## src/logic/move_dest_params.svh

```systemverilog
/*
  Constants for the move destination decoder: field positions,
  low-nibble group codes, upper-field selectors and reset values.
  Assumes inclusion by the decoder and its helper modules only.
*/
`ifndef MOVE_DEST_PARAMS_SVH
`define MOVE_DEST_PARAMS_SVH

`define DST_W 7
`define DST_HI_MSB 6
`define DST_HI_LSB 4
`define DST_LO_MSB 3
`define DST_LO_LSB 0
`define CODE_DISCARD 7'h76
`define MOD_LAST 3'h5

`define LOW_SYS 3'h0
`define LOW_ACC 3'h1
`define LOW_ACTIVE 3'h2
`define LOW_PREFIX 3'h3
`define LOW_UNUSED 3'h4
`define LOW_STACK 3'h5
`define LOW_FRAME 3'h6
`define LOW_DP 3'h7

`define SYS_ACC_PTR 3'h0
`define SYS_ACC_PTR_CTRL 3'h1
`define SYS_FLAGS 3'h4
`define SYS_INT_CTRL 3'h5
`define SYS_INT_MASK 3'h6
`define SYS_SYS_CTRL 3'h0
`define SYS_CLK_CTRL 3'h6
`define SYS_WDOG_CTRL 3'h7

`define STK_PUSH 3'h0
`define STK_PTR 3'h1
`define STK_IVEC 3'h2
`define STK_LOOP 2'h3

`define FRM_MEM 3'h0
`define FRM_INC 3'h1
`define FRM_DEC 3'h2
`define FRM_DISP 3'h3
`define FRM_PCTRL 3'h4
`define FRM_GEN 3'h5
`define FRM_GEN_LOW 3'h6
`define FRM_BASE 3'h7
`define FRM_GEN_HIGH 3'h1

`define DP_MEM 2'h0
`define DP_INC 2'h1
`define DP_DEC 2'h2
`define DP_REG 2'h3

`define EXT_NONE 2'h0
`define BYTE_ZERO 8'h00
`define WORD_ZERO 16'h0000
`define INDEX_ZERO 5'h00

`endif

```

## src/logic/move_dest_pkg.sv

```systemverilog
/*
  Types shared by the move destination decoder and its helpers.
  Assumes nothing beyond a SystemVerilog compiler.
*/
package move_dest_pkg;

  typedef enum logic [4:0] {
    T_NONE,
    T_DISCARD,
    T_MODULE_REG,
    T_ACC_PTR,
    T_ACC_PTR_CTRL,
    T_PROC_FLAGS,
    T_INT_CTRL,
    T_INT_MASK,
    T_SYS_CTRL,
    T_CLK_CTRL,
    T_WDOG_CTRL,
    T_ACC_N,
    T_ACC_ACTIVE,
    T_PREFIX,
    T_STACK_PUSH,
    T_STACK_PTR,
    T_INT_VECTOR,
    T_LOOP_CNT,
    T_FRAME_MEM,
    T_FRAME_DISP,
    T_PTR_CTRL,
    T_GENERAL,
    T_GENERAL_LOW,
    T_GENERAL_HIGH,
    T_FRAME_BASE,
    T_DP_MEM,
    T_DP_REG
  } target_t;

  typedef enum logic [1:0] {
    STEP_NONE,
    STEP_INC,
    STEP_DEC
  } step_t;

  typedef enum logic {
    PFX_IDLE,
    PFX_ARMED
  } prefix_state_t;

endpackage

```

## src/logic/prefix_if.sv

```systemverilog
/*
  Carrier between the decoder and its prefix tracker: load and consume
  requests in, armed state with captured extension and data out.
  Assumes both ends share one clock.
*/
`timescale 1ns/10ps

interface prefix_if;
  logic load;
  logic consume;
  logic [1:0] load_ext;
  logic [7:0] load_data;
  logic armed;
  logic [1:0] ext;
  logic [7:0] data;

  modport tracker (
    input load,
    input consume,
    input load_ext,
    input load_data,
    output armed,
    output ext,
    output data
  );

  modport user (
    output load,
    output consume,
    output load_ext,
    output load_data,
    input armed,
    input ext,
    input data
  );
endinterface

```

## src/logic/prefix_tracker.sv

```systemverilog
/*
  Holds the pending prefix between a prefix register write and the
  next decoded instruction. Assumes load and consume are never both set.
*/
`timescale 1ns/10ps
`include "move_dest_params.svh"

module prefix_tracker
  import move_dest_pkg::*;
(
  input wire logic clk_i,
  input wire logic rst_b_i,
  prefix_if.tracker pif
);

  prefix_state_t state_reg;
  logic [1:0] ext_reg;
  logic [7:0] data_reg;

  always_ff @(posedge clk_i or negedge rst_b_i)
  begin
    if (!rst_b_i)
    begin
      state_reg <= PFX_IDLE;
      ext_reg <= `EXT_NONE;
      data_reg <= `BYTE_ZERO;
    end
    else if (pif.load)
    begin
      state_reg <= PFX_ARMED;
      ext_reg <= pif.load_ext;
      data_reg <= pif.load_data;
    end
    else if (pif.consume)
    begin
      // Prefix lasts exactly one following instruction
      state_reg <= PFX_IDLE;
      ext_reg <= `EXT_NONE;
      data_reg <= `BYTE_ZERO;
    end
  end

  assign pif.armed = (state_reg == PFX_ARMED);
  assign pif.ext = ext_reg;
  assign pif.data = data_reg;

endmodule // prefix_tracker

```

## src/logic/pointer_step.sv

```systemverilog
/*
  Pre-increment or pre-decrement of one pointer value.
  Assumes wrap-around at the pointer width.
*/
`timescale 1ns/10ps

module pointer_step
  import move_dest_pkg::*;
#(
  parameter int WIDTH = 16
)
(
  input wire logic [WIDTH-1:0] value_i,
  input wire step_t step_i,
  output logic [WIDTH-1:0] next_o
);

  localparam logic [WIDTH-1:0] ONE = WIDTH'(1);

  wire [WIDTH-1:0] inc_value = value_i + ONE;
  wire [WIDTH-1:0] dec_value = value_i - ONE;

  assign next_o = (step_i == STEP_INC) ? inc_value :
                  (step_i == STEP_DEC) ? dec_value : value_i;

endmodule // pointer_step

```

## src/logic/move_destination_decoder.sv

```systemverilog
/*
  Destination decoder for the register-to-register transfer: classifies
  the 7-bit destination field, applies the pending prefix, computes
  pointer pre-steps and memory addresses, and registers the write.
  Assumes pointer inputs are the current register values and that the
  register file acts on the registered strobes one cycle later.
*/
// Behaviour
// RULE1 - Code 111 0110 discards, no write
// RULE2 - nnn 0NNN writes module NNN register nnn, for NNN 0-5 only
// RULE3 - Prefix extension reaches module registers 8-31
// RULE4 - Map AP, ACCUMULATOR_POINTER_CONTROL, flags, interrupt control, mask
// RULE5 - nnn 1001 writes accumulator nnn
// RULE6 - 000 1010 writes accumulator selected by pointer
// RULE7 - nnn 1011 writes prefix register nnn
// RULE8 - 000 1101 pre-increments stack, pushes word
// RULE9 - Stack pointer, vector, loop counters by code
// RULE10 - Frame memory write, optional displacement pre-increment
// RULE11 - 010 1110 pre-decrements displacement then writes
// RULE12 - Write displacement and frame base registers
// RULE13 - Write pointer control, general, general low
// RULE14 - Data pointer memory write, optional pre-increment
// RULE15 - n10 1111 pre-decrements pointer then writes
// RULE16 - n11 1111 writes data pointer n
// RULE17 - Prefixed system, clock, watchdog control writes
// RULE18 - Prefixed nnn 1001 writes accumulators 8-15
// RULE19 - Prefixed 001 1110 writes general high byte
// RULE20 - Byte into word: high byte zero/prefix
// RULE21 - Unassigned codes cause no write
`timescale 1ns/10ps
`include "move_dest_params.svh"

module move_destination_decoder
  import move_dest_pkg::*;
#(
  parameter int PTR_W = 16,
  parameter int DISP_W = 8
)
(
  input wire logic clk_i,
  input wire logic rst_b_i,
  input wire logic valid_i,
  input wire logic [`DST_W-1:0] dst_code_i,
  input wire logic [15:0] src_data_i,
  input wire logic src_is_byte_i,
  input wire logic [3:0] accumulator_pointer_i,
  input wire logic [PTR_W-1:0] stack_pointer_i,
  input wire logic [PTR_W-1:0] frame_base_pointer_i,
  input wire logic [DISP_W-1:0] frame_disp_i,
  input wire logic [PTR_W-1:0] data_pointer_0_i,
  input wire logic [PTR_W-1:0] data_pointer_1_i,
  output target_t target_o,
  output logic [4:0] index_o,
  output logic reg_wr_o,
  output logic [15:0] wr_data_o,
  output logic wr_word_o,
  output logic mem_wr_o,
  output logic [PTR_W-1:0] mem_addr_o,
  output logic ptr_wr_o,
  output logic [PTR_W-1:0] ptr_value_o,
  output logic discard_o,
  output logic two_cycle_o,
  output logic prefix_armed_o
);

  prefix_if pif();

  prefix_tracker u_prefix
  (
    .clk_i(clk_i),
    .rst_b_i(rst_b_i),
    .pif(pif)
  );

  wire [2:0] hi = dst_code_i[`DST_HI_MSB:`DST_HI_LSB];
  wire [2:0] lo = dst_code_i[`DST_LO_MSB-1:`DST_LO_LSB];
  wire is_module = ~dst_code_i[`DST_LO_MSB];
  wire [1:0] ext = pif.armed ? pif.ext : `EXT_NONE;
  wire prefixed = (ext != `EXT_NONE);

  target_t target;
  step_t step;
  logic [4:0] index;
  logic two_cycle;
  logic word;
  logic flexible;

  always_comb
  begin
    target = T_NONE; // [RULE21]
    step = STEP_NONE;
    index = `INDEX_ZERO;
    two_cycle = 1'b0;
    word = 1'b0;
    flexible = 1'b0;
    if (is_module)
    begin
      if (dst_code_i == `CODE_DISCARD)
      begin
        target = T_DISCARD; // [RULE1]
        flexible = 1'b1;
      end
      else if (lo <= `MOD_LAST)
      begin
        target = T_MODULE_REG; // [RULE2]
        index = {ext, hi}; // [RULE3]
        two_cycle = prefixed;
        flexible = 1'b1;
      end
    end
    else
    begin
      unique case (lo)
        `LOW_SYS:
        begin
          if (prefixed)
          begin
            two_cycle = 1'b1;
            if (hi == `SYS_SYS_CTRL)
              target = T_SYS_CTRL; // [RULE17]
            else if (hi == `SYS_CLK_CTRL)
              target = T_CLK_CTRL; // [RULE17]
            else if (hi == `SYS_WDOG_CTRL)
              target = T_WDOG_CTRL; // [RULE17]
            else
              two_cycle = 1'b0;
          end
          else if (hi == `SYS_ACC_PTR)
            target = T_ACC_PTR; // [RULE4]
          else if (hi == `SYS_ACC_PTR_CTRL)
            target = T_ACC_PTR_CTRL; // [RULE4]
          else if (hi == `SYS_FLAGS)
            target = T_PROC_FLAGS; // [RULE4]
          else if (hi == `SYS_INT_CTRL)
            target = T_INT_CTRL; // [RULE4]
          else if (hi == `SYS_INT_MASK)
            target = T_INT_MASK; // [RULE4]
        end
        `LOW_ACC:
        begin
          target = T_ACC_N; // [RULE5]
          index = {1'b0, prefixed, hi}; // [RULE18]
          two_cycle = prefixed;
          word = 1'b1;
        end
        `LOW_ACTIVE:
        begin
          if (hi == 3'h0)
          begin
            target = T_ACC_ACTIVE; // [RULE6]
            index = {1'b0, accumulator_pointer_i};
            word = 1'b1;
          end
        end
        `LOW_PREFIX:
        begin
          target = T_PREFIX; // [RULE7]
          index = {2'b00, hi};
        end
        `LOW_UNUSED:
        begin
          target = T_NONE; // [RULE21]
        end
        `LOW_STACK:
        begin
          word = 1'b1;
          if (hi == `STK_PUSH)
          begin
            target = T_STACK_PUSH; // [RULE8]
            step = STEP_INC;
          end
          else if (hi == `STK_PTR)
            target = T_STACK_PTR; // [RULE9]
          else if (hi == `STK_IVEC)
            target = T_INT_VECTOR; // [RULE9]
          else if (hi[2:1] == `STK_LOOP)
          begin
            target = T_LOOP_CNT; // [RULE9]
            index = {4'h0, hi[0]};
          end
        end
        `LOW_FRAME:
        begin
          unique case (hi)
            `FRM_MEM:
            begin
              target = T_FRAME_MEM; // [RULE10]
              flexible = 1'b1;
            end
            `FRM_INC:
            begin
              if (prefixed)
              begin
                target = T_GENERAL_HIGH; // [RULE19]
                two_cycle = 1'b1;
              end
              else
              begin
                target = T_FRAME_MEM; // [RULE10]
                step = STEP_INC;
                flexible = 1'b1;
              end
            end
            `FRM_DEC:
            begin
              target = T_FRAME_MEM; // [RULE11]
              step = STEP_DEC;
              flexible = 1'b1;
            end
            `FRM_DISP:
              target = T_FRAME_DISP; // [RULE12]
            `FRM_PCTRL:
            begin
              target = T_PTR_CTRL; // [RULE13]
              word = 1'b1;
            end
            `FRM_GEN:
            begin
              target = T_GENERAL; // [RULE13]
              word = 1'b1;
            end
            `FRM_GEN_LOW:
              target = T_GENERAL_LOW; // [RULE13]
            `FRM_BASE:
            begin
              target = T_FRAME_BASE; // [RULE12]
              word = 1'b1;
            end
          endcase
        end
        `LOW_DP:
        begin
          index = {4'h0, hi[2]};
          unique case (hi[1:0])
            `DP_MEM:
            begin
              target = T_DP_MEM; // [RULE14]
              flexible = 1'b1;
            end
            `DP_INC:
            begin
              target = T_DP_MEM; // [RULE14]
              step = STEP_INC;
              flexible = 1'b1;
            end
            `DP_DEC:
            begin
              target = T_DP_MEM; // [RULE15]
              step = STEP_DEC;
              flexible = 1'b1;
            end
            `DP_REG:
            begin
              target = T_DP_REG; // [RULE16]
              word = 1'b1;
            end
          endcase
        end
      endcase
    end
  end

  // Pointer pre-steps; all three run, the target picks one
  logic [PTR_W-1:0] sp_next;
  logic [DISP_W-1:0] disp_next;
  logic [PTR_W-1:0] dp_next;
  wire [PTR_W-1:0] dp_sel = index[0] ? data_pointer_1_i : data_pointer_0_i;

  pointer_step #(.WIDTH(PTR_W)) u_sp_step
  (
    .value_i(stack_pointer_i),
    .step_i(step),
    .next_o(sp_next)
  );

  pointer_step #(.WIDTH(DISP_W)) u_disp_step
  (
    .value_i(frame_disp_i),
    .step_i(step),
    .next_o(disp_next)
  );

  pointer_step #(.WIDTH(PTR_W)) u_dp_step
  (
    .value_i(dp_sel),
    .step_i(step),
    .next_o(dp_next)
  );

  wire [PTR_W-1:0] frame_addr = frame_base_pointer_i + PTR_W'(disp_next); // [RULE10]
  wire is_mem = (target == T_STACK_PUSH) || (target == T_FRAME_MEM) || (target == T_DP_MEM);
  wire is_reg = (target != T_NONE) && (target != T_DISCARD) && !is_mem;
  wire [PTR_W-1:0] mem_addr_next = (target == T_STACK_PUSH) ? sp_next : // [RULE8]
                                   (target == T_FRAME_MEM) ? frame_addr :
                                   dp_next; // [RULE14]
  wire [PTR_W-1:0] ptr_value_next = (target == T_STACK_PUSH) ? sp_next :
                                    (target == T_FRAME_MEM) ? PTR_W'(disp_next) :
                                    dp_next; // [RULE15]

  // Byte sources widen with zero unless a prefix supplied the high byte
  wire word_next = flexible ? ~src_is_byte_i : word;
  wire [7:0] high_byte = src_is_byte_i ? (pif.armed ? pif.data : `BYTE_ZERO) : // [RULE20]
                         src_data_i[15:8];
  wire [15:0] data_next = word_next ? {high_byte, src_data_i[7:0]} :
                          {`BYTE_ZERO, src_data_i[7:0]};

  assign pif.load = valid_i && (target == T_PREFIX); // [RULE7]
  assign pif.consume = valid_i && (target != T_PREFIX);
  assign pif.load_ext = hi[2:1];
  assign pif.load_data = src_data_i[7:0];

  always_ff @(posedge clk_i or negedge rst_b_i)
  begin
    if (!rst_b_i)
    begin
      target_o <= T_NONE;
      index_o <= `INDEX_ZERO;
      reg_wr_o <= 1'b0;
      wr_data_o <= `WORD_ZERO;
      wr_word_o <= 1'b0;
      mem_wr_o <= 1'b0;
      mem_addr_o <= '0;
      ptr_wr_o <= 1'b0;
      ptr_value_o <= '0;
      discard_o <= 1'b0;
      two_cycle_o <= 1'b0;
      prefix_armed_o <= 1'b0;
    end
    else
    begin
      target_o <= valid_i ? target : T_NONE;
      index_o <= index;
      reg_wr_o <= valid_i && is_reg; // [RULE21]
      wr_data_o <= data_next;
      wr_word_o <= word_next;
      mem_wr_o <= valid_i && is_mem;
      mem_addr_o <= mem_addr_next;
      ptr_wr_o <= valid_i && (step != STEP_NONE);
      ptr_value_o <= ptr_value_next;
      discard_o <= valid_i && (target == T_DISCARD); // [RULE1]
      two_cycle_o <= valid_i && two_cycle; // [RULE17]
      prefix_armed_o <= pif.load || (pif.armed && !pif.consume);
    end
  end

endmodule // move_destination_decoder

```

## config.mk

```make
export PLATFORM = sky130hd
export DESIGN_NAME = move_destination_decoder
export DESIGN_NICKNAME = d
export VERILOG_FILES = /design/src/logic/move_dest_pkg.sv /design/src/logic/prefix_if.sv /design/src/logic/prefix_tracker.sv /design/src/logic/pointer_step.sv /design/src/logic/move_destination_decoder.sv
export VERILOG_INCLUDE_DIRS = /design/src /design/src/logic
export SDC_FILE = /design/constraint.sdc
export NUM_CORES = 1
export LEC_CHECK = 0
export ABC_CLOCK_PERIOD_IN_PS = 10100
export BUFFER_PORTS_ARGS = -buffer_cell sky130_fd_sc_hd__buf_2
export CAP_MARGIN = 20
export CORE_MARGIN = 5
export CORE_UTILIZATION = 50
export DETAILED_ROUTE_END_ITERATION = 16
export PLACE_DENSITY_LB_ADDON = 0.3
export SLEW_MARGIN = 20
export SYNTH_ARGS = -nofsm -noshare
export SYNTH_HDL_FRONTEND = slang
export SYNTH_SLANG_ARGS = --single-unit
```

## constraint.sdc

```tcl
create_clock -name clk_i -period 10.1 [get_ports clk_i]
set_clock_uncertainty 0.1 [all_clocks]
set_input_delay 0.505 -clock clk_i [delete_from_list [all_inputs] [get_ports clk_i]]
set_output_delay 0.505 -clock clk_i [all_outputs]
set_load 0.1 [all_outputs]
```

### After elaboration in Yosys (flattened, before gate mapping)

Cells that the tools add are included.

* register bits after elaboration: 76
* input bits: 103
* output and inout port bits: 65
* word-level logic and storage cells: 159

* $add $sub $neg: 7
* magnitude comparators: 1
* eq/ne operators: 28
* mux-type cells: 81
* bitwise gates (word level): 1
* reduce and logical (&&, ||, !) cells: 26

Operator list (number)
* $mux 16: 10
* $mux 5: 10
* $mux 8: 6
* $pmux 5 s8: 1
* $pmux 5 s7: 1
* $add 16x1->16 const B: 2
* $sub 16x1->16 const B: 2
* $mux 1: 27
* $eq 3x3->1 const B: 8
* $mux 4: 5
* $pmux 4 s5: 1
* $mux 3: 6
* $add 16x8->16: 1
* $eq 3x2->1 const B: 4
* $mux 2: 6
* $eq 5x4->1 const B: 2
* $eq 5x5->1 const B: 2
* $logic_and 1x1->1: 10
* $pmux 5 s2: 1
* $add 8x1->8 const B: 1
* $eq 2x2->1 const B: 4
* $pmux 2 s2: 2
* $sub 8x1->8 const B: 1
* $eq 7x7->1 const B: 1
* other kinds (19): 30

### Logic depth before layout (Yosys ltp)

Gate-level depths: netlist of run 1.

* word-level depth: 15
* gate-level depth with buffers: 19

### By module

From an unflattened synthesis of run 1, not the netlist that was laid out.

* cells, all modules: 616
* area total of the unflattened synthesis: 5659.2 µm²

By module, submodules not included
* move_destination_decoder: instances 1, cells an instance 380, area an instance 3758.6 µm²
* pointer_step (u_sp_step): instances 1, cells an instance 93, area an instance 635.6 µm²
* pointer_step (u_dp_step): instances 1, cells an instance 78, area an instance 569.3 µm²
* prefix_tracker: instances 1, cells an instance 25, area an instance 396.6 µm²
* pointer_step (u_disp_step): instances 1, cells an instance 40, area an instance 299.0 µm²

### Worst setup path before layout of run 1

OpenSTA, ideal clock, no wires.

* path type: input -> register
* start: in dst_code_i[4]
* end: reg mem_addr_o[14]
* library setup time: 0.124 ns
* data arrival time: 4.161 ns
* slack: 5.715 ns
* stages on the path: 19
* path through: buf_2 > buf_2 > and2_1 > o211ai_1 > nand2_1 > clkbuf_1 > nor2_1 > xnor2_1 > ha_1 > inv_1 > fa_1 > nor2b_1 > o21ai_0 > a21boi_0 > o21ai_0 > a2111oi_0 > xnor2_1 > nor2_1 > a211o_1

* longest elaborated chain between the ends: 12

Ends and longest elaborated chain
* from (decl): line move_destination_decoder.sv:43 `` input wire logic [`DST_W-1:0] dst_code_i, ``
* $eq 3x2->1 (tied with other cells): line move_destination_decoder.sv:184 `unique case (hi)`
* $mux 1 / $mux 3 (equally long branches): line move_destination_decoder.sv:174, move_destination_decoder.sv:136
* $mux 1 / $mux 3 (equally long branches): line move_destination_decoder.sv:172, move_destination_decoder.sv:134
* $mux 1 / $mux 3 (equally long branches): line move_destination_decoder.sv:167, move_destination_decoder.sv:132
* $pmux 4 s5 / $mux 3 (equally long branches): line move_destination_decoder.sv:113, move_destination_decoder.sv:130
* $mux 5 / $mux 3 (equally long branches): line move_destination_decoder.sv:96, move_destination_decoder.sv:128
* $mux 16 / $mux 5 (equally long branches): line move_destination_decoder.sv:267, move_destination_decoder.sv:116
* $sub 16x1->16 / $pmux 5 s8 (equally long branches): line pointer_step.sv:21, move_destination_decoder.sv:113
* $mux 16 / $mux 5 (equally long branches): line pointer_step.sv:24, move_destination_decoder.sv:96
* $mux 16 / $eq 5x5->1 (equally long branches): line pointer_step.sv:23, move_destination_decoder.sv:294
* $mux 16: line move_destination_decoder.sv:294 `(target == T_FRAME_MEM) ? frame_addr :`
* $mux 16 (*): line move_destination_decoder.sv:293 `wire [PTR_W-1:0] mem_addr_next = (target == T_STACK_PUSH) ? sp_next :`
* net mem_addr_next[14]: line move_destination_decoder.sv:293
* to (signal assigned): line move_destination_decoder.sv:337 `mem_addr_o <= mem_addr_next;`
* to (decl): line move_destination_decoder.sv:58 `output logic [PTR_W-1:0] mem_addr_o,`

Mark *: on every way through the listed nets, which the timed path passes. The rest lies on a longest branch. The select of a mux whose other input is x is not followed.
A chain may end at the register's enable or synchronous reset.

### Worst setup path after layout of run 1

* start: reg u_prefix.ext_reg[0] (netlist: u_prefix.pif.ext[0])
* end: reg mem_addr_o[12]

* longest elaborated chain between the ends: 12

Ends and longest elaborated chain
* from (decl): line prefix_tracker.sv:17 `logic [1:0] ext_reg;`
* from (signal assigned): line prefix_tracker.sv:25 `` ext_reg <= `EXT_NONE; ``
* from (signal assigned): line prefix_tracker.sv:31 `ext_reg <= pif.load_ext;`
* from (signal assigned): line prefix_tracker.sv:38 `` ext_reg <= `EXT_NONE; ``
* $mux 2 (no line) (*)
* $reduce_bool 2->1 (no line) (*)
* $mux 1: line move_destination_decoder.sv:192 `if (prefixed)`
* $pmux 2 s2: line move_destination_decoder.sv:184
* $pmux 2 s3: line move_destination_decoder.sv:113 `unique case (lo)`
* $mux 2: line move_destination_decoder.sv:96 `if (is_module)`
* $eq 2x2->1: line pointer_step.sv:24 `(step_i == STEP_DEC) ? dec_value : value_i;`
* $mux 8: line pointer_step.sv:24
* $mux 8: line pointer_step.sv:23 `assign next_o = (step_i == STEP_INC) ? inc_value :`
* $add 16x8->16: line move_destination_decoder.sv:290 `wire [PTR_W-1:0] frame_addr = frame_base_pointer_i + PTR_W'(disp_next);`
* $mux 16: line move_destination_decoder.sv:294
* $mux 16 (*): line move_destination_decoder.sv:293
* net mem_addr_next[12]: line move_destination_decoder.sv:293

Marked as above.

==> results.ini, run 1 <==
[grt]
use_met3 = 0.0529
grt-ovfl-total = 0
busiest_layer = met2
grt_antenna_before_repair = 0
grtUsageMet1 = 0.386
grt_pass1_vias = 6126
grt_max_degree = 77
grt_util_all_layers = 0.281
grt_pass1_wl_um = 32200
use_met2 = 0.448

[synthesis]
yosys-top-cells-area = dfrtp_1 33%, xnor2_1 4.1%, nand2_1 3.9%
synthCells = 685
synth_top_area_cell = dfrtp_1
yosys_warnings = 0
avgSynthCellArea_sq_um = 8.48
synth_edf_count = 0
synth_common_cells = 76 x dfrtp_1, 61 x nand2_1, 48 x nor2_1
syn_nets = 803
netlist.area_leader.share = 0.327
async_reset_ff_frac = 1.00
synth_ff_type = dfrtp_1
syn_area_sq_um = 5810
ys_types = 85
yosysMostFrequentCell = dfrtp_1
ys_seq_area_frac = 0.327
ys_ff_latch = 76

[sta]
timing.hold.ws_ps = 190
final.period_utilization = 0.479
max_freq_mhz = 207
finalHoldViolCount = 0
rsz0062_at_grt = no
relSlewSlack = 0.363
drv_slew = 0
setup_viol = 0
postLayoutSetupSlackWorst_ps = 5270
setup_tns_ps = 0
tightest_slew_ps = 956
min_period_ps = 4830

[die]
rows = 39
fp.dieH_um = 118
core_area_sq_um = 11400
io_pins = 168
die-area_sq_um = 13900
start_util = 0.509
die_x_um = 118

[critical_path]
path_cells = o21ai_1, nand4_1, nand2_1, nor2_1, xnor2_1, ha_1, inv_1, fa_1, nor2b_1, o21ai_0, a21boi_0, o21ai_0, a211oi_1, a21boi_0, o21ai_0, o211ai_1
worstReg2RegEnd = mem_addr_o[12]
max_stage_delay_ps = 580
arrival_ps = 4940
reg2reg_depth = 16
critPathBufInv = 1
crit_path_max_fanout = 19
crit_path_top_delay_cell = nand2_1
crit_path_frequent_cell = o21ai_0
startpoint_type = register
path_class = register to register
critPathTopFamily = compound AO/OA/AOI/OAI gates
rr_startpoint = u_prefix.pif.ext[0]
cp.required_ps = 10200
regToRegSetupSlack_ps = 5270
crit_path_end_kind = register

[pwr]
max-vdd-ir-drop_mv = 0.152
power_density_nw_per_um2 = 145
leakage_nw = 3.16
power_mw = 1.01

[routing]
viasPerCell = 6.31
via_count = 6179
firstDrtPassIters = 5
drc = 0
wire_per_inst_um = 20.3
drtIter0Drc = 549
drtAntennaViolNets = 0
wl_um = 19900

[clock_tree]
post_cts_buffers = 0
cts_root_buffer = clkbuf_16
hold_buffers = 0
cts_made_buffers = 9
insertion_delay_ps = 340
cts_tree = built
clk_pin_slew_ps = 60
cts_resized = 0
cts_buffer_depth = 2
cts_sinks = 76
htree_levels = 3

[finish]
drive_above_1_share = 0.251
final_nets = 951
syn_to_final_growth_pct = 19.9
antenna_cells = 0
finish.utilization = 0.610
largestRegisters = mem_addr_o: 16 flops, ptr_value_o: 16 flops, wr_data_o: 16 flops

[worst_hold_path]
hold_class = input pin to register
worstHoldStart = src_data_i[6]
min_path_cells = 1
min_to = wr_data_o[6]

[run_status]
outcome = finished clean

[placement]
hpwl_um = 15200
io_buffers = 167
gp_congestion = 0.981
place_ws_ps = 5100

[job]
cap_violations = 0

[through the flow]
stage	instance area [sq um]	std cells
global route	6970	980
detailed placement	6690	965
CTS	6970	980
global placement	6690	965
finish	6970	980
floorplan	5810	685
[area by class of cell]
type	instances	area [sq um]
clock buffers	10	239
clock inverters	5	37.5
fillers	1046	4450
inverters	25	96.3
multi-input cells	550	3650
flip-flops and latches	76	1900
well taps	143	179
repair buffers	171	868
[worst max path at each step]
stage / startpoint / endpoint / slack (ps) / depth (start not counted)
2_1_floorplan: dst_code_i[4] / mem_addr_o[14] / 5720 / 19
3_3_place_gp: dst_code_i[3] / mem_addr_o[14] / 5290 / 17
3_5_place_dp: dst_code_i[3] / mem_addr_o[12] / 5100 / 17
4_1_cts: u_prefix.pif.ext[0] / mem_addr_o[12] / 5300 / 16
5_1_grt: u_prefix.pif.ext[0] / mem_addr_o[12] / 4910 / 16
6_report: u_prefix.pif.ext[0] / mem_addr_o[12] / 5270 / 16
[layout by cell type, fill, tap and decap left out, types with 4 or more instances in the layout]
cell / n
a211oi_1: 13
and2_1: 12
nand2_1: 61
or3_1: 12
a21boi_0: 5
o22ai_1: 5
or2_2: 5
xnor2_1: 27
clkbuf_16: 9
mux2i_1: 20
a22o_1: 13
o21ai_1: 4
a31oi_1: 4
o32ai_1: 5
o2111ai_1: 4
nand2b_1: 7
buf_2: 166
nor4_1: 10
nor3_1: 33
a21o_1: 6
inv_1: 23
nand4_1: 10
ha_1: 14
nor2b_1: 21
nor2_1: 48
nand3_1: 24
a21oi_1: 37
o21ai_0: 32
xor2_1: 15
a22oi_1: 4
buf_4: 5
and3_1: 7
dfrtp_1: 76
o211ai_1: 15
o21a_1: 6
[power by group]
group	internal, mW	leakage (nW)	total, mW	switching, mW
logic	0.0801	2.07	0.375	0.295
clock network	0.173	0.131	0.303	0.130
registers	0.327	0.959	0.333	0.00593
[worst register-to-register path: stages, from the launching register on]
cell,delay (ps)
dfrtp_1,420
o21ai_1,450
nand4_1,240
nand2_1,580
nor2_1,250
xnor2_1,250
ha_1,210
inv_1,60
fa_1,410
nor2b_1,120
o21ai_0,100
a21boi_0,250
o21ai_0,190
a211oi_1,510
a21boi_0,200
o21ai_0,240
o211ai_1,110
[layer usage]
| metal | vias to the layer above | routed length, um | part of all wire |
|---|---|---|---|
| met5 | - | 0 | 0 |
| met1 | 2980 | 8310 | 0.42 |
| li1 | 2833 | - | - |
| met4 | 0 | 452 | 0.023 |
| met3 | 41 | 1810 | 0.091 |
| met2 | 325 | 9320 | 0.47 |
[cell families after synthesis]
kind of cell,count (synthesis),synth area share
AND/OR/NAND/NOR,275,0.247
buffers and inverters,59,0.0459
AO/OA/AOI/OAI,198,0.248
multiplexers,20,0.0344
XOR/XNOR,42,0.0633
flip-flops,76,0.327
adder cells (fa/ha/maj),15,0.0336
(Power assumes the default switching activity.)
==> inputs of run 2 (changes only) <==
--- a/config.mk
+++ b/config.mk
@@ -6,7 +6,8 @@
 export SDC_FILE = /design/constraint.sdc
 export NUM_CORES = 1
 export LEC_CHECK = 0
-export ABC_CLOCK_PERIOD_IN_PS = 10100
+export ABC_AREA = 1
+export ABC_CLOCK_PERIOD_IN_PS = 4700
 export BUFFER_PORTS_ARGS = -buffer_cell sky130_fd_sc_hd__buf_2
 export CAP_MARGIN = 20
 export CORE_MARGIN = 5
==> constraint.sdc (replaced) <==
create_clock -name clk_i -period 4.7 [get_ports clk_i]
set_clock_uncertainty 0.1 [all_clocks]
set_input_delay 0.235 -clock clk_i [delete_from_list [all_inputs] [get_ports clk_i]]
set_output_delay 0.235 -clock clk_i [all_outputs]
set_load 0.1 [all_outputs]
==> results.ini, run 2 <==
[run_status]
outcome = finished clean

[grt]
grt-ovfl-total = 0
grt_util_all_layers = 0.245
grt_pass1_wl_um = 26300
grt_pass1_vias = 5623
grt_max_degree = 77
grt_antenna_before_repair = 0

[die]
fp.dieH_um = 116
core_area_sq_um = 11000
start_util = 0.515
rows = 38
io_pins = 168
die_x_um = 116
die-area_sq_um = 13500

[placement]
placedCellCount = 1102
hpwl_um = 13000
io_buffers = 167
placed_area_sq_um = 6560
gp_congestion = 0.964

[sta]
max_freq_mhz = 246
setup_viol = 0
final.period_utilization = 0.865
drv_slew = 0
tightest_slew_ps = 921
finalHoldViolCount = 0
min_period_ps = 4060
setup_tns_ps = 0
rsz0062_at_grt = no
relSlewSlack = 0.386

[finish]
final_common_cell = nand2_1
final_nets = 1100
final_cell_mix = 180 x nand2_1, 166 x buf_2, 103 x inv_1
largestRegisters = mem_addr_o: 16 flops, ptr_value_o: 16 flops, wr_data_o: 16 flops
drive_above_1_share = 0.254
syn_to_final_growth_pct = 22.8
stdcell_area_sq_um = 6940
fillers = 986
fin_cells = 1128

[synthesis]
yosys_warnings = 0
async_reset_ff_frac = 1.00
syn_nets = 929
ys_seq_area_frac = 0.336
yosysMostFrequentCell = nand2_1
synth_ff_type = dfrtp_1
synth_edf_count = 0
yosys-top-cells-area = dfrtp_1 34%, nand2_1 12%, nand3_1 7.4%
netlist.area_leader.share = 0.336
synthCells = 811
ys_ff_latch = 76
avgSynthCellArea_sq_um = 6.97
ys_types = 51
synth_top_area_cell = dfrtp_1
synth_common_cells = 181 x nand2_1, 103 x inv_1, 84 x nand3_1
syn_area_sq_um = 5650

[clock_tree]
htree_levels = 3
cts_tree = built
clk_pin_slew_ps = 70
cts_root_buffer = clkbuf_16
cts_buffer_depth = 2
post_cts_buffers = 0
cts_made_buffers = 9
cts_sinks = 76
insertion_delay_ps = 340

[routing]
drc = 0
wl_um = 16300
drtAntennaViolNets = 0
drtIter0Drc = 484
wire_per_inst_um = 14.5
viasPerCell = 5.30
firstDrtPassIters = 5
via_count = 5977

[pwr]
max-vdd-ir-drop_mv = 0.286
power_density_nw_per_um2 = 314
leakage_nw = 3.70

[critical_path]
startpoint_type = register
path_class = register to register
crit_path_max_fanout = 19
crit_path_end_kind = register
arrival_ps = 4180
cp.required_ps = 4820

[worst_hold_path]
hold_class = input pin to register

[job]
cap_violations = 0

-- run 2: cell types whose count changed after synthesis, moves of 24 or more --
| cell | change |
|---|---|
| xnor2_1 | -24 |
| inv_1 | +80 |
| nor2_1 | +26 |
| nand3_1 | +60 |
| o21ai_0 | +25 |
| nand2_1 | +120 |
-- run 2: what timing repair did --
action,CTS,global route
hold endpoints to repair,66,0
hold buffers,9,0
endpoints found under the setup margin,0,1
resized for setup,0,1
-- run 2: where the power goes --
group | total [mW] | internal (mW) | switching, mW | leakage (nW)
Sequential | 0.716 | 0.702 | 0.0135 | 0.956
Clock | 0.667 | 0.370 | 0.297 | 0.140
Combinational | 0.797 | 0.163 | 0.634 | 2.61
Total | 2.18 | 1.24 | 0.944 | 3.70
-- run 2: cells by family (layout without fill, tap and decap cells) --
kind of cell               count (synthesis)  count (layout)  synth area share
adders and majority gates                 15              15            0.0345
buffers and inverters                    134             310             0.101
and+or+nand+nor                          430             430             0.362
other                                      0               1                 0
xor gates and xnor gates                  12              12            0.0186
AOI/OAI and AO/OA                        144             144             0.148
DFF                                       76              76             0.336
-- run 2: area by class of cell --
cell class / count / area, sq um / area share
Antenna cell: 1 / 2.50 / 0.000360
Clock buffer: 9 / 225 / 0.0324
Tap cell: 140 / 175 / 0.0252
Multi-Input combinational cell: 601 / 3180 / 0.459
Timing Repair Buffer: 181 / 966 / 0.139
Clock inverter: 7 / 65.1 / 0.00937
Sequential cell: 76 / 1900 / 0.274
Inverter: 113 / 424 / 0.0611
-- run 2: routing by layer --
layer	track usage	wire [um]	vias to the layer above
met5	0	0	-
met1	0.305	6770	2697
li1	-	-	3029
met2	0.424	8020	221
met3	0.0404	1130	30
met4	0.0936	411	0
-- run 2: stage by stage --
stage                     worst slack [ps]  utilization  total power, mW  hold slack [ps]
after global placement                 607        0.597             1.52              258
after global routing                   242        0.632             2.28             28.3
final                                  636        0.632             2.18             30.5
after floorplan                       1250            -             1.33             -161
after detailed placement               463        0.597             1.52              261
after CTS                              432        0.632             2.20             25.0
-- run 2: final timing paths --
path / endpoint / startpoint / cells after the start / slack (ps)
max in group asynchronous: ptr_value_o[3] / rst_b_i / 2 / 3430
hold / removal: wr_data_o[8] / src_data_i[8] / 3 / 30
setup reg to reg: mem_addr_o[14] / u_prefix.pif.armed / 24 / 640
hold reg to reg: u_prefix.pif.data[4] / u_prefix.pif.data[4] / 2 / 390
setup / recovery: mem_addr_o[14] / u_prefix.pif.armed / 24 / 640
min in group asynchronous: index_o[1] / rst_b_i / 2 / 470
-- run 2: critical path, cell delays in order (launching register included) --
cell and delay [ps]:
dfrtp_1 540, nand2_1 130, nand2_1 150, inv_1 120, nand3_1 120, nand2_1 70
nand2_2 280, nand2_1 210, xor2_1 200, inv_1 70, ha_1 180, inv_1 60
fa_1 360, inv_1 100, nand3_1 70, nand2_1 120, nand2_1 70, o211ai_1 120
and3_1 220, and3_1 190, nand2_1 60, nor2_1 110, a21oi_1 70, o21ai_0 90
nand3_1 90
==> inputs of run 3 (changes only) <==
--- a/config.mk
+++ b/config.mk
@@ -10,8 +10,11 @@
 export ABC_CLOCK_PERIOD_IN_PS = 4700
 export BUFFER_PORTS_ARGS = -buffer_cell sky130_fd_sc_hd__buf_2
 export CAP_MARGIN = 20
+export CELL_PAD_IN_SITES_DETAIL_PLACEMENT = 2
+export CELL_PAD_IN_SITES_GLOBAL_PLACEMENT = 2
+export CORE_ASPECT_RATIO = 1.4
 export CORE_MARGIN = 5
-export CORE_UTILIZATION = 50
+export CORE_UTILIZATION = 28
 export DETAILED_ROUTE_END_ITERATION = 16
 export PLACE_DENSITY_LB_ADDON = 0.3
 export SLEW_MARGIN = 20
==> results.ini, run 3 (synthesis gave the netlist of run 2 again) <==
[grt]
grt_antenna_before_repair = 2
grt_pass1_wl_um = 34700
grt_pass1_vias = 6877
grt-ovfl-total = 0
grt_max_degree = 77
grt_util_all_layers = 0.193

[worst_hold_path]
hold_class = input pin to register

[placement]
placedCellCount = 1213
hpwl_um = 18300
io_buffers = 167
gp_congestion = 0.894

[critical_path]
critPathBufInv = 4
cp.required_ps = 4830
critPathTopFamily = simple AND/OR/NAND/NOR gates
crit_path_frequent_cell = nand2_1
arrival_ps = 4310
max_stage_delay_ps = 560
path_cells = nand2_1, nand2_1, inv_1, nand3_1, nand2_1, nand2_2, nand2_1, xor2_1, inv_1, ha_1, inv_1, fa_1, inv_1, nand3_1, nand2_1, nand2_1, o211ai_1, and3_1, and3_1, nand2_1, nor2_1, a21oi_1, o21ai_0, nand3_1
crit_path_end_kind = register
crit_path_top_delay_cell = dfrtp_1
crit_path_max_fanout = 13
startpoint_type = register
path_class = register to register

[pwr]
p_switching_mw = 0.986
p_clk_frac = 0.339
p_comb_frac = 0.354
power_frac_seq = 0.307
max-vdd-ir-drop_mv = 0.152
leakage_nw = 3.73
p_int_mw = 1.34
sw_frac_of_total = 0.424
power_density_nw_per_um2 = 326

[clock_tree]
cts_sinks = 76
htree_levels = 3
insertion_delay_ps = 350
cts_tree = built
clk_pin_slew_ps = 70
cts_made_buffers = 9
cts_root_buffer = clkbuf_16
post_cts_buffers = 0
cts_buffer_depth = 2

[die]
core_area_sq_um = 19800
die-area_sq_um = 23200
fp.dieH_um = 178
rows = 61
start_util = 0.285
io_pins = 168
die_x_um = 130

[routing]
drt-met1-wl_um = 8680
top_layer = met5
drtIter0Drc = 182
wl_um = 22300
drtAntennaViolNets = 0
dr_wl_met3_um = 912
met2_length_um = 12200
viasPerCell = 4.99
firstDrtPassIters = 4
via_count = 6186
drc = 0
wire_per_inst_um = 18.0

[finish]
final_common_cell = nand2_1
finish.utilization = 0.360
drive_above_1_share = 0.254
fillers = 2444
fin_cells = 1240
multiInputGateArea_sq_um = 3180
final_cell_mix = 180 x nand2_1, 166 x buf_2, 103 x inv_1
ff_latch_area_sq_um = 1900
final_nets = 1100
largestRegisters = mem_addr_o: 16 flops, ptr_value_o: 16 flops, wr_data_o: 16 flops
syn_to_final_growth_pct = 26.4

[sta]
drv_slew = 0
final.period_utilization = 0.890
tightest_slew_ps = 720
setup_viol = 0
min_period_ps = 4180
max_freq_mhz = 239
relSlewSlack = 0.519
rsz0062_at_grt = no
finalHoldViolCount = 0
setup_tns_ps = 0

[run_status]
outcome = finished clean

[job]
cap_violations = 0

run 3: changes by cell type in the layout (fill, tap and decap cells not counted):
| cell | delta |
|---|---|
| buf_4 | -1 |
| buf_16 | +1 |
| inv_8 | -1 |
| inv_6 | +1 |
| clkinv_4 | -2 |
| bufinv_16 | +2 |
run 3: per-layer routing:
| metal | global-route usage | vias to the layer above |
|---|---|---|
| li1 | - | 3012 |
| met1 | 0.205 | 3008 |
| met2 | 0.376 | 136 |
| met3 | 0.0321 | 28 |
| met4 | 0.0615 | 2 |
| met5 | 0 | - |
run 3: final cells by class:
class                   instances  share of cell area
multi-input cells             601               0.446
flip-flops and latches         76               0.266
repair buffers                181               0.138
inverters                     113              0.0594
well taps                     252              0.0441
clock buffers                   9              0.0315
clock inverters                 7              0.0147
diodes                          1            0.000350
run 3: tightest hold or removal path, delay by kind of cell:
family	cells	cell delay [ps]
buf+inv	1	100
simple gates	1	60
compound gates	1	50
run 3: metrics by stage:
step | worst slack, ps | hold slack, ps | total power [mW] | instance area [sq um]
floorplan | 1250 | -161 | 1.33 | 5650
global placement | 619 | 257 | 1.54 | 6690
detailed placement | 373 | 264 | 1.55 | 6690
CTS | 342 | 20.8 | 2.36 | 7110
global route | 120 | 29.4 | 2.44 | 7140
finish | 519 | 34.3 | 2.33 | 7140
run 3: timing repair:
item,CTS,global route
resized for setup,0,1
setup endpoints to repair,0,2
hold endpoints to repair,31,0
hold buffers,9,0
run 3: path summary, 6_finish.rpt:
path / endpoint / cells after the start / from / slack, ps
setup / recovery: mem_addr_o[14] / 24 / u_prefix.pif.armed / 520
hold / removal: wr_data_o[12] / 3 / src_data_i[12] / 30
setup reg to reg: mem_addr_o[14] / 24 / u_prefix.pif.armed / 520
hold reg to reg: u_prefix.pif.data[0] / 2 / u_prefix.pif.data[0] / 390
max in group asynchronous: ptr_value_o[15] / 3 / rst_b_i / 3690
min in group asynchronous: ptr_wr_o / 2 / rst_b_i / 230
run 3: power by group through the flow:
stage	sequential [mW]	clock, mW	combinational, mW
2_1_floorplan	1.09	0	0.245
3_3_place_gp	0.726	0	0.813
3_5_place_dp	0.727	0	0.822
4_1_cts	0.716	0.814	0.832
5_1_grt	0.720	0.841	0.882
6_report	0.714	0.789	0.825
